==> src/spr_map.svh <==
// register offsets, bit positions and reset values of the slot power registers
`ifndef SPR_MAP_SVH
`define SPR_MAP_SVH

// ==========================================================================
// command byte offsets
`define SPR_ADDR_SLOT_B_CONTROL  8'h03
`define SPR_ADDR_SLOT_B_STATUS   8'h05
`define SPR_ADDR_SHARED_STATUS   8'h06
`define SPR_RESET_BYTE           8'h00
`define SPR_READ_UNMAPPED        8'h00

// ==========================================================================
// slot_b_control bit positions
`define SPR_CTL_AUX_EN           0
`define SPR_CTL_MAIN_EN          1
`define SPR_CTL_OVR_BLOCK        2
`define SPR_CTL_MAIN_GOOD        6
`define SPR_CTL_AUX_GOOD         7

// ==========================================================================
// slot_b_status bit positions
`define SPR_STS_3V3_OC           0
`define SPR_STS_12V_OC           2
`define SPR_STS_AUX_OC           4
`define SPR_STS_AUX_ON           5
`define SPR_STS_MAIN_ON          6
`define SPR_STS_TRIP             7

// ==========================================================================
// shared_status bit positions
`define SPR_SHR_OT               1
`define SPR_SHR_UV               2
`define SPR_SHR_MASK             3
`define SPR_SHR_GPI_A            4
`define SPR_SHR_GPI_B            5

// ==========================================================================
// sticky flag and trip latch indexes
`define SPR_FLG_3V3              0
`define SPR_FLG_12V              1
`define SPR_FLG_AUX              2
`define SPR_FLG_UV               3
`define SPR_FLG_OT               4
`define SPR_NUM_FLAGS            5
`define SPR_TRIP_MAIN            0
`define SPR_TRIP_AUX             1
`define SPR_NUM_TRIPS            2

`endif

==> src/spr_pkg.sv <==
// types shared by the slot power register logic
`default_nettype none

package spr_pkg;

   // ==========================================================================
   // register access request, command byte style
   typedef struct packed {
      logic       wr;
      logic       rd;
      logic [7:0] addr;
      logic [7:0] wdata;
   } spr_reg_req_t;

   // ==========================================================================
   // analog supply monitors of slot b and the die
   typedef struct packed {
      logic aux_good;
      logic main_good;
      logic main_uvlo;
      logic overtemp;
   } spr_supply_in_t;

   // ==========================================================================
   // overcurrent detector events
   typedef struct packed {
      logic aux_oc;
      logic oc_12v;
      logic oc_3v3;
   } spr_oc_in_t;

   // ==========================================================================
   // hot plug request pins
   typedef struct packed {
      logic slot_b_main_request;
      logic slot_b_aux_request;
   } spr_req_in_t;

endpackage : spr_pkg

`default_nettype wire

==> src/spr_w1c_flags.sv <==
// sticky fault flags, set by hardware, cleared by writing one
`default_nettype none

module spr_w1c_flags
   import spr_pkg::*;
#(
   parameter int unsigned N = 1
) (
   input  wire logic         i_sys_clk,
   input  wire logic         i_rst_n,
   input  wire logic [N-1:0] i_set,
   input  wire logic [N-1:0] i_clr,
   output logic      [N-1:0] o_flags
);

   // ==========================================================================
   // one flag per entry, set wins over clear
   genvar g;
   generate
      for (g = 0; g < N; g++) begin : g_flag
         always_ff @(posedge i_sys_clk or negedge i_rst_n) begin
            if (!i_rst_n) begin
               o_flags[g] <= 1'b0;
            end else if (i_set[g]) begin
               o_flags[g] <= 1'b1;
            end else if (i_clr[g]) begin
               o_flags[g] <= 1'b0;
            end
         end
      end
   endgenerate

endmodule : spr_w1c_flags

`default_nettype wire

==> src/spr_trip_latch.sv <==
// trip latches held until the matching request input goes low or kill is raised
`default_nettype none

module spr_trip_latch
   import spr_pkg::*;
#(
   parameter int unsigned N = 1
) (
   input  wire logic         i_sys_clk,
   input  wire logic         i_rst_n,
   input  wire logic         i_kill,
   input  wire logic [N-1:0] i_set,
   input  wire logic [N-1:0] i_request,
   output logic      [N-1:0] o_trip
);

   // ==========================================================================
   // kill holds all latches clear, a new fault beats a release
   genvar g;
   generate
      for (g = 0; g < N; g++) begin : g_trip
         always_ff @(posedge i_sys_clk or negedge i_rst_n) begin
            if (!i_rst_n) begin
               o_trip[g] <= 1'b0;
            end else if (i_kill) begin
               o_trip[g] <= 1'b0;
            end else if (i_set[g]) begin
               o_trip[g] <= 1'b1;
            end else if (!i_request[g]) begin
               o_trip[g] <= 1'b0;
            end
         end
      end
   endgenerate

endmodule : spr_trip_latch

`default_nettype wire

==> src/spr_slot_regs.sv <==
// slot b control, slot b status and shared status register logic
`default_nettype none
`include "spr_map.svh"

module spr_slot_regs
   import spr_pkg::*;
(
   input  wire logic           i_sys_clk,
   input  wire logic           i_rst_n,
   input  wire spr_reg_req_t   i_reg,
   output logic [7:0]          o_reg_rdata,
   output logic                o_reg_rvalid,
   input  wire spr_supply_in_t i_supply,
   input  wire spr_oc_in_t     i_oc,
   input  wire spr_req_in_t    i_req,
   input  wire logic           i_slot_b_override_n,
   input  wire logic           i_serial_management_path,
   input  wire logic           i_slot_a_gen_input,
   input  wire logic           i_slot_b_gen_input,
   output logic                o_slot_b_main_enable,
   output logic                o_slot_b_aux_enable,
   output logic                o_slot_b_power_ok_oe,
   output logic                o_slot_b_trip_oe,
   output logic                o_alert_line_oe
);

   // ==========================================================================
   // declarations
   logic                      main_en_q;
   logic                      aux_en_q;
   logic                      ovr_block_q;
   logic                      mask_q;
   logic                      aux_good_q;
   logic                      main_good_q;
   logic                      gpi_a_q;
   logic                      gpi_b_q;
   logic [`SPR_NUM_FLAGS-1:0] flags;
   logic [`SPR_NUM_FLAGS-1:0] flag_set;
   logic [`SPR_NUM_FLAGS-1:0] flag_clr;
   logic [`SPR_NUM_TRIPS-1:0] trip;
   logic [`SPR_NUM_TRIPS-1:0] trip_set;
   logic [`SPR_NUM_TRIPS-1:0] trip_req;
   wire                       wr_ctl;
   wire                       wr_sts;
   wire                       wr_shr;
   wire                       main_oc;
   wire                       override_act;
   wire                       trip_any;
   wire                       main_on_d;
   wire                       aux_on_d;
   wire                       power_ok_oe_d;
   wire                       trip_oe_d;
   wire                       alert_d;
   wire [7:0]                 ctl_rd;
   wire [7:0]                 sts_rd;
   wire [7:0]                 shr_rd;
   wire [7:0]                 rd_mux;

   // ==========================================================================
   // address decode
   assign wr_ctl = i_reg.wr && (i_reg.addr == `SPR_ADDR_SLOT_B_CONTROL);
   assign wr_sts = i_reg.wr && (i_reg.addr == `SPR_ADDR_SLOT_B_STATUS);
   assign wr_shr = i_reg.wr && (i_reg.addr == `SPR_ADDR_SHARED_STATUS);

   // ==========================================================================
   // control bits, only writable fields are taken
   always_ff @(posedge i_sys_clk or negedge i_rst_n) begin
      if (!i_rst_n) begin
         main_en_q   <= 1'b0;
         aux_en_q    <= 1'b0;
         ovr_block_q <= 1'b0;
      end else begin
         if (wr_ctl) begin
            ovr_block_q <= i_reg.wdata[`SPR_CTL_OVR_BLOCK];
         end
         if (i_oc.oc_12v || i_oc.oc_3v3) begin
            main_en_q <= 1'b0;
         end else if (wr_ctl) begin
            main_en_q <= i_reg.wdata[`SPR_CTL_MAIN_EN];
         end
         if (i_oc.aux_oc) begin
            aux_en_q <= 1'b0;
         end else if (wr_ctl) begin
            aux_en_q <= i_reg.wdata[`SPR_CTL_AUX_EN];
         end
      end
   end

   // ==========================================================================
   // alert mask
   always_ff @(posedge i_sys_clk or negedge i_rst_n) begin
      if (!i_rst_n) begin
         mask_q <= 1'b0;
      end else if (wr_shr) begin
         mask_q <= i_reg.wdata[`SPR_SHR_MASK];
      end
   end

   // ==========================================================================
   // sampled levels, power good never sees the override
   always_ff @(posedge i_sys_clk or negedge i_rst_n) begin
      if (!i_rst_n) begin
         aux_good_q  <= 1'b0;
         main_good_q <= 1'b0;
         gpi_a_q     <= 1'b0;
         gpi_b_q     <= 1'b0;
      end else begin
         aux_good_q  <= i_supply.aux_good;
         main_good_q <= i_supply.main_good;
         gpi_a_q     <= i_slot_a_gen_input;
         gpi_b_q     <= i_slot_b_gen_input;
      end
   end

   // ==========================================================================
   // sticky flags
   assign main_oc = i_oc.oc_12v | i_oc.oc_3v3;

   assign flag_set[`SPR_FLG_3V3] = i_oc.oc_3v3;
   assign flag_set[`SPR_FLG_12V] = i_oc.oc_12v;
   assign flag_set[`SPR_FLG_AUX] = i_oc.aux_oc;
   assign flag_set[`SPR_FLG_UV]  = i_supply.main_uvlo &
                                   (i_req.slot_b_main_request | main_en_q);
   assign flag_set[`SPR_FLG_OT]  = i_supply.overtemp;

   assign flag_clr[`SPR_FLG_3V3] = wr_sts & i_reg.wdata[`SPR_STS_3V3_OC];
   assign flag_clr[`SPR_FLG_12V] = wr_sts & i_reg.wdata[`SPR_STS_12V_OC];
   assign flag_clr[`SPR_FLG_AUX] = wr_sts & i_reg.wdata[`SPR_STS_AUX_OC];
   assign flag_clr[`SPR_FLG_UV]  = wr_shr & i_reg.wdata[`SPR_SHR_UV];
   assign flag_clr[`SPR_FLG_OT]  = wr_shr & i_reg.wdata[`SPR_SHR_OT];

   spr_w1c_flags #(
      .N (`SPR_NUM_FLAGS)
   ) u_flags (
      .i_sys_clk (i_sys_clk),
      .i_rst_n   (i_rst_n),
      .i_set     (flag_set),
      .i_clr     (flag_clr),
      .o_flags   (flags)
   );

   // ==========================================================================
   // trip latches, untouched by register access
   assign trip_set[`SPR_TRIP_MAIN] = main_oc;
   assign trip_set[`SPR_TRIP_AUX]  = i_oc.aux_oc;
   assign trip_req[`SPR_TRIP_MAIN] = i_req.slot_b_main_request;
   assign trip_req[`SPR_TRIP_AUX]  = i_req.slot_b_aux_request;

   spr_trip_latch #(
      .N (`SPR_NUM_TRIPS)
   ) u_trip (
      .i_sys_clk (i_sys_clk),
      .i_rst_n   (i_rst_n),
      .i_kill    (i_serial_management_path),
      .i_set     (trip_set),
      .i_request (trip_req),
      .o_trip    (trip)
   );

   assign trip_any = |trip;

   // ==========================================================================
   // supply switching and pins
   assign override_act  = ~i_slot_b_override_n & ~ovr_block_q;
   assign main_on_d     = override_act |
                          ((main_en_q | i_req.slot_b_main_request) &
                           ~trip[`SPR_TRIP_MAIN]);
   assign aux_on_d      = override_act |
                          ((aux_en_q | i_req.slot_b_aux_request) &
                           ~trip[`SPR_TRIP_AUX]);
   assign power_ok_oe_d = override_act |
                          ~(i_supply.aux_good & i_supply.main_good);
   assign trip_oe_d     = trip_any & ~override_act;
   assign alert_d       = (|flags) & ~mask_q;

   always_ff @(posedge i_sys_clk or negedge i_rst_n) begin
      if (!i_rst_n) begin
         o_slot_b_main_enable <= 1'b0;
         o_slot_b_aux_enable  <= 1'b0;
         o_slot_b_power_ok_oe <= 1'b1;
         o_slot_b_trip_oe     <= 1'b0;
         o_alert_line_oe      <= 1'b0;
      end else begin
         o_slot_b_main_enable <= main_on_d;
         o_slot_b_aux_enable  <= aux_on_d;
         o_slot_b_power_ok_oe <= power_ok_oe_d;
         o_slot_b_trip_oe     <= trip_oe_d;
         o_alert_line_oe      <= alert_d;
      end
   end

   // ==========================================================================
   // read data, reserved and undefined bits give zero
   assign ctl_rd = (8'(aux_good_q)  << `SPR_CTL_AUX_GOOD)  |
                   (8'(main_good_q) << `SPR_CTL_MAIN_GOOD) |
                   (8'(ovr_block_q) << `SPR_CTL_OVR_BLOCK) |
                   (8'(main_en_q)   << `SPR_CTL_MAIN_EN)   |
                   (8'(aux_en_q)    << `SPR_CTL_AUX_EN);

   assign sts_rd = (8'(trip_any)                << `SPR_STS_TRIP)    |
                   (8'(o_slot_b_main_enable)    << `SPR_STS_MAIN_ON) |
                   (8'(o_slot_b_aux_enable)     << `SPR_STS_AUX_ON)  |
                   (8'(flags[`SPR_FLG_AUX])     << `SPR_STS_AUX_OC)  |
                   (8'(flags[`SPR_FLG_12V])     << `SPR_STS_12V_OC)  |
                   (8'(flags[`SPR_FLG_3V3])     << `SPR_STS_3V3_OC);

   assign shr_rd = (8'(gpi_b_q)             << `SPR_SHR_GPI_B) |
                   (8'(gpi_a_q)             << `SPR_SHR_GPI_A) |
                   (8'(mask_q)              << `SPR_SHR_MASK)  |
                   (8'(flags[`SPR_FLG_UV])  << `SPR_SHR_UV)    |
                   (8'(flags[`SPR_FLG_OT])  << `SPR_SHR_OT);

   assign rd_mux = (i_reg.addr == `SPR_ADDR_SLOT_B_CONTROL) ? ctl_rd :
                   (i_reg.addr == `SPR_ADDR_SLOT_B_STATUS)  ? sts_rd :
                   (i_reg.addr == `SPR_ADDR_SHARED_STATUS)  ? shr_rd :
                   `SPR_READ_UNMAPPED;

   always_ff @(posedge i_sys_clk or negedge i_rst_n) begin
      if (!i_rst_n) begin
         o_reg_rdata  <= `SPR_RESET_BYTE;
         o_reg_rvalid <= 1'b0;
      end else begin
         o_reg_rvalid <= i_reg.rd;
         if (i_reg.rd) begin
            o_reg_rdata <= rd_mux;
         end
      end
   end
endmodule : spr_slot_regs

`default_nettype wire

==> config.mk <==
export PLATFORM = sky130hd
export DESIGN_NAME = spr_slot_regs
export DESIGN_NICKNAME = d
export VERILOG_FILES = /design/src/spr_pkg.sv /design/src/spr_w1c_flags.sv /design/src/spr_trip_latch.sv /design/src/spr_slot_regs.sv
export VERILOG_INCLUDE_DIRS = /design/src /design/src/src
export SDC_FILE = /design/constraint.sdc
export NUM_CORES = 1
export LEC_CHECK = 0
export BUFFER_PORTS_ARGS = -buffer_cell sky130_fd_sc_hd__buf_4
export CORE_ASPECT_RATIO = 1.4
export CORE_MARGIN = 1
export CORE_UTILIZATION = 51
export DETAILED_ROUTE_END_ITERATION = 10
export GPL_ROUTABILITY_DRIVEN = 0
export PLACE_DENSITY_LB_ADDON = 0.1
export RECOVER_POWER = 25
export SLEW_MARGIN = 20
export SYNTH_ARGS = -nofsm -noshare
export SYNTH_HDL_FRONTEND = slang
export SYNTH_SLANG_ARGS = --single-unit
export TNS_END_PERCENT = 10
==> constraint.sdc <==
create_clock -name i_sys_clk -period 1.95 [get_ports i_sys_clk]
set_input_delay 0.0975 -clock i_sys_clk [delete_from_list [all_inputs] [get_ports i_sys_clk]]
set_output_delay 0.0975 -clock i_sys_clk [all_outputs]
set_load 0.02 [all_outputs]
==> Word-level counts from Yosys, hierarchy flattened <==
Index checks and enable logic that the tools add are counted.
W data, S select, Z words.
{ "classes": {"div_mod_pow": 0, "shifts": 0, "order_cmp": 0, "mux": 23, "n_addsub": 0, "eq_ne": 5, "n_reduce_logical": 13, "bitwise": 38, "n_mul": 0} }
{ "op_table": {"columns": ["op", "count"], "rows": [
  ["$mux W8", 3],
  ["$mux W1", 20],
  ["$eq A8 B3 Y1 const B", 2],
  ["$or A8 B1 Y8", 2],
  ["$or A8 B2 Y8", 2],
  ["$or A8 B3 Y8", 2],
  ["$or A8 B7 Y8", 2],
  ["$reduce_bool A2 Y1", 7],
  ["$and A1 B1 Y1", 12],
  ["$eq A8 B2 Y1 const B", 1],
  ["$or A8 B5 Y8", 1],
  ["$or A8 B6 Y8", 1],
  ["$not A1 Y1", 7],
  ["$or A1 B1 Y1", 6],
  ["$or A6 B3 Y6", 1],
  ["$or A6 B4 Y6", 1],
  ["$or A6 B5 Y6", 1],
  ["$reduce_or A5 Y1", 1],
  ["$logic_and A1 B1 Y1", 3],
  ["$ne A3 B1 Y1 const B", 1],
  ["$ne A3 B2 Y1 const B", 1],
  ["$reduce_or A2 Y1", 1],
  ["$logic_or A1 B1 Y1", 1]
]} }
{ "totals": {"mem_count": 0, "word_cells": 101, "input_bits": 33, "mem_bits_rw": 0, "latch_bits": 0, "rom_bits": 0, "ff_bits": 29} }

==> Logic depth before layout (Yosys ltp) <==
{ "depth": {"word_depth": 8, "mapped_depth": 4} }

==> Hierarchy <==
A second synthesis with hierarchy kept.
{ "unflattened": {"cells_unflattened": 118, "area_unflattened_um2": 1258.7} }
{ "modules_own_cells": {"columns": ["mod", "area_per_inst_um2", "cells_each", "n_inst"], "rows": [
  ["spr_slot_regs", 1009.7, 97, 1],
  ["spr_w1c_flags", 181.4, 15, 1],
  ["spr_trip_latch", 67.6, 6, 1]
]} }

==> Worst setup path after synthesis <==
Ideal clock, no wire load.
{ "synth_timing": {"kind": "in2reg", "startpoint": "input i_reg[13] (netlist bit)", "endpoint": "register mask_q", "required_ns": 1.825, "n_path_buf": 0, "slack_ns": 0.406, "stages": 3, "t_arrival_ns": 1.419, "path_cell_list": "or4_4 -> or4_4 -> mux2_4"} }
{ "synth_via": {"elab_chain_cells": 2} }
{ "synth_lines": {"columns": ["element", "line_no", "source"], "rows": [
  ["from (decl)", "spr_slot_regs.sv:10", "input wire spr_reg_req_t i_reg,"],
  ["$eq A8 B3 Y1 (no line)", null, null],
  ["$logic_and A1 B1 Y1", "spr_slot_regs.sv:63", "assign wr_shr = i_reg.wr && (i_reg.addr == `SPR_ADDR_SHARED_STATUS);"],
  ["to (signal assigned)", "spr_slot_regs.sv:95", "mask_q <= i_reg.wdata[`SPR_SHR_MASK];"],
  ["to (decl)", "spr_slot_regs.sv:32", "logic mask_q;"]
]} }
Every way passes these cells.
A chain may end at the register's enable or synchronous reset.

==> Final worst setup path <==
Same ends and word-level chain as after synthesis.

==> impl_metrics.json <==
{
  "ys_seq_elements": 29,
  "grt_pass1_vias": 1091,
  "cts_max_level": 2,
  "skew_ns": 0.0100,
  "layout.cells.non_filler": 209,
  "io_pins": 47,
  "place_area_um2": 1640,
  "setup_viol": 0,
  "drt_iter0_drc": 33,
  "drv_slew": 0,
  "outcome": "finished, final reports clean",
  "syn_inst": 115,
  "dieArea_um2": 2710,
  "met3_usage": 0.0557,
  "ys_seq_area_frac": 0.568,
  "end_kind": "register",
  "regArea_um2": 727,
  "fmax_mhz": 719,
  "power_density_nw_per_um2": 704,
  "gr-usage-met2": 0.435,
  "first_pass_iters": 4,
  "hold_path.class": "in2reg",
  "netlist_top_cells_area": "dfrtp_1, a21o_1, nand2_1",
  "die_height_um": 61.2,
  "synth_async_sr_flop_share": 1.00,
  "initial_core_util": 0.535,
  "synth_top_area_cell": "dfrtp_1",
  "cp_cell_sequence": "buf_4 -> or4_4 -> or4_4 -> mux2_4",
  "timing.max_cap.violations": 0,
  "final_area_um2": 1830,
  "grt_max_degree": 30,
  "path_max_fanout": 3,
  "relSlewSlack": 0.532,
  "dp_cells": 190,
  "synthesis.area_um2": 1280,
  "worst_path_most_repeated_cell": "or4_4",
  "grt_pass1_wl_um": 4640,
  "finalSetupTns_ns": 0,
  "synthFlopType": "dfrtp_1",
  "worstSetupStartpointType": "input port",
  "vias": 1171,
  "die_w_um": 44.3,
  "p_leak_nw": 0.845,
  "drive_above_1_share": 0.331,
  "route.detailed.drc": 0,
  "clock_latency_ns": 0.32,
  "fill_cells": 187,
  "worst_pin_slew_ns": 0.702,
  "critPathTopFamily": "simple AND/OR/NAND/NOR gates",
  "vdd_drop_max_mv": 0.906,
  "yosysMostFrequentCell": "dfrtp_1",
  "std_cell_rows": 21,
  "routed_wl_um": 3030,
  "synth_edf_count": 0,
  "path_clk_slew_ns": 0.09,
  "hold_viol": 0,
  "post_cts_buffers": 0,
  "yosysWarnings": 0,
  "grt_use_total": 0.242,
  "max_stage_delay_ns": 0.54,
  "cts_made_buffers": 5,
  "gr-total-overflow": 0,
  "cp_data_required_time_ns": 2.15,
  "antennaDiodeCount": 0,
  "met1_usage": 0.256,
  "crit_buf_inv": 1,
  "rsz0062_at_grt": "false",
  "nNetsFinal": 207,
  "cpMaxStageDelayCell": "or4_4",
  "cts_max_path_buffers": 2,
  "routed_via_density": 5.60,
  "wire_per_inst_um": 14.5,
  "netlist.area_leader.share": 0.548,
  "syn_to_final_growth_pct": 43.2,
  "dpl.hpwl_um": 2200,
  "ys_top_cells_by_count": "dfrtp_1, nand2_1, inv_1",
  "fin_crit_ns": 1.39,
  "root_buffer": "clkbuf_4",
  "avgSynthCellArea_um2": 11.1,
  "arrival_ns": 1.59,
  "cts_tree": "yes",
  "core-area_um2": 2390,
  "ys_types": 35,
  "port_buffers": 43,
  "syn_nets": 148,
  "multiInputGateArea_um2": 513,
  "busiest_layer": "met2",
  "cts_sinks": 29,
  "ant_nets": 0,
  "min_period_over_period": 0.713,
  "antenna_found_initial": 0,
  "critPathKind": "in2reg"
}
[worst paths after layout]
check	cells after the start	from	slack, ns	to
hold / removal	3	i_req[0]	0.02	u_trip.o_trip[1]
setup reg to reg	3	main_en_q	0.82	o_reg_rdata[1]
setup / recovery	4	i_reg[13]	0.56	mask_q
min in group asynchronous	2	i_rst_n	0.36	o_reg_rvalid
max in group asynchronous	2	i_rst_n	1.13	mask_q
hold reg to reg	2	o_reg_rdata[5]	0.49	o_reg_rdata[5]
[final cells by class]
type	instances	area share
clock inverter	1	0.0164
sequential	29	0.397
clock buffer	7	0.0301
multi-input combinational	76	0.280
inverter	7	0.0143
timing repair buffer	55	0.239
tap	34	0.0232
[where the power goes]
part | leakage [nW] | switching, mW | internal (mW)
Combinational | 0.452 | 0.0752 | 0.0831
Clock | 0.0455 | 0.197 | 0.306
Sequential | 0.348 | 0.0107 | 0.618
[stage by stage]
stage / setup slack (ns) / total power [mW] / hold slack, ns / util
after floorplan: 0.406 / 0.689 / -0.198 / -
after global placement: 0.264 / 0.778 / 0.0306 / 0.686
after detailed placement: 0.245 / 0.782 / 0.0334 / 0.686
after CTS: 0.576 / 1.30 / 0.00494 / 0.767
after global routing: 0.470 / 1.33 / 0.0101 / 0.766
final: 0.560 / 1.29 / 0.0165 / 0.766
[what timing repair did]
action                                  in CTS  in global routing
endpoints found under the hold margin       43                  0
endpoints found under the setup margin       0                  0
resized for setup                            0                  0
hold buffers                                11                  0
[logic make-up after synthesis]
family | count (synthesis) | share of synthesized area
AO/OA/AOI/OAI | 29 | 0.164
buffers and inverters | 10 | 0.0303
flip-flops | 29 | 0.568
multiplexers | 3 | 0.0284
AND/OR/NAND/NOR | 44 | 0.208
[state kept, by name, summed over array words and instances, names as in the netlist]
signal,count
aux_en_q,1
aux_good_q,1
gpi_a_q,1
gpi_b_q,1
main_en_q,1
main_good_q,1
mask_q,1
o_alert_line_oe,1
o_reg_rdata,8
o_reg_rvalid,1
o_slot_b_aux_enable,1
o_slot_b_main_enable,1
o_slot_b_power_ok_oe,1
o_slot_b_trip_oe,1
ovr_block_q,1
u_flags.o_flags,5
u_trip.o_trip,2
[metal layers]
layer	up-vias	routed length, µm	share of wire
met5	-	0	0
met4	0	69	0.023
met3	7	143	0.047
met1	574	1160	0.38
met2	49	1660	0.55
li1	541	-	-
[worst min-delay path, delay by kind of cell]
family | cells | cell delay [ns]
AOI/OAI and AO/OA | 1 | 0.05
and+or+nand+nor | 1 | 0.07
buffers and inverters | 1 | 0.08
[layout by cell type (no fill, tap or decap), drive strengths merged, types with 3 or more instances in the layout]
cell	n
buf	39
dfrtp	28
clkbuf	12
dlygate4sd3	11
nand2	10
inv	6
nor2	5
nand3	5
a21o	5
a21oi	4
o211ai	4
nor2b	4
and3b	4
nand4	3
and4b	3
or4	3
(Power assumes the default switching activity.)
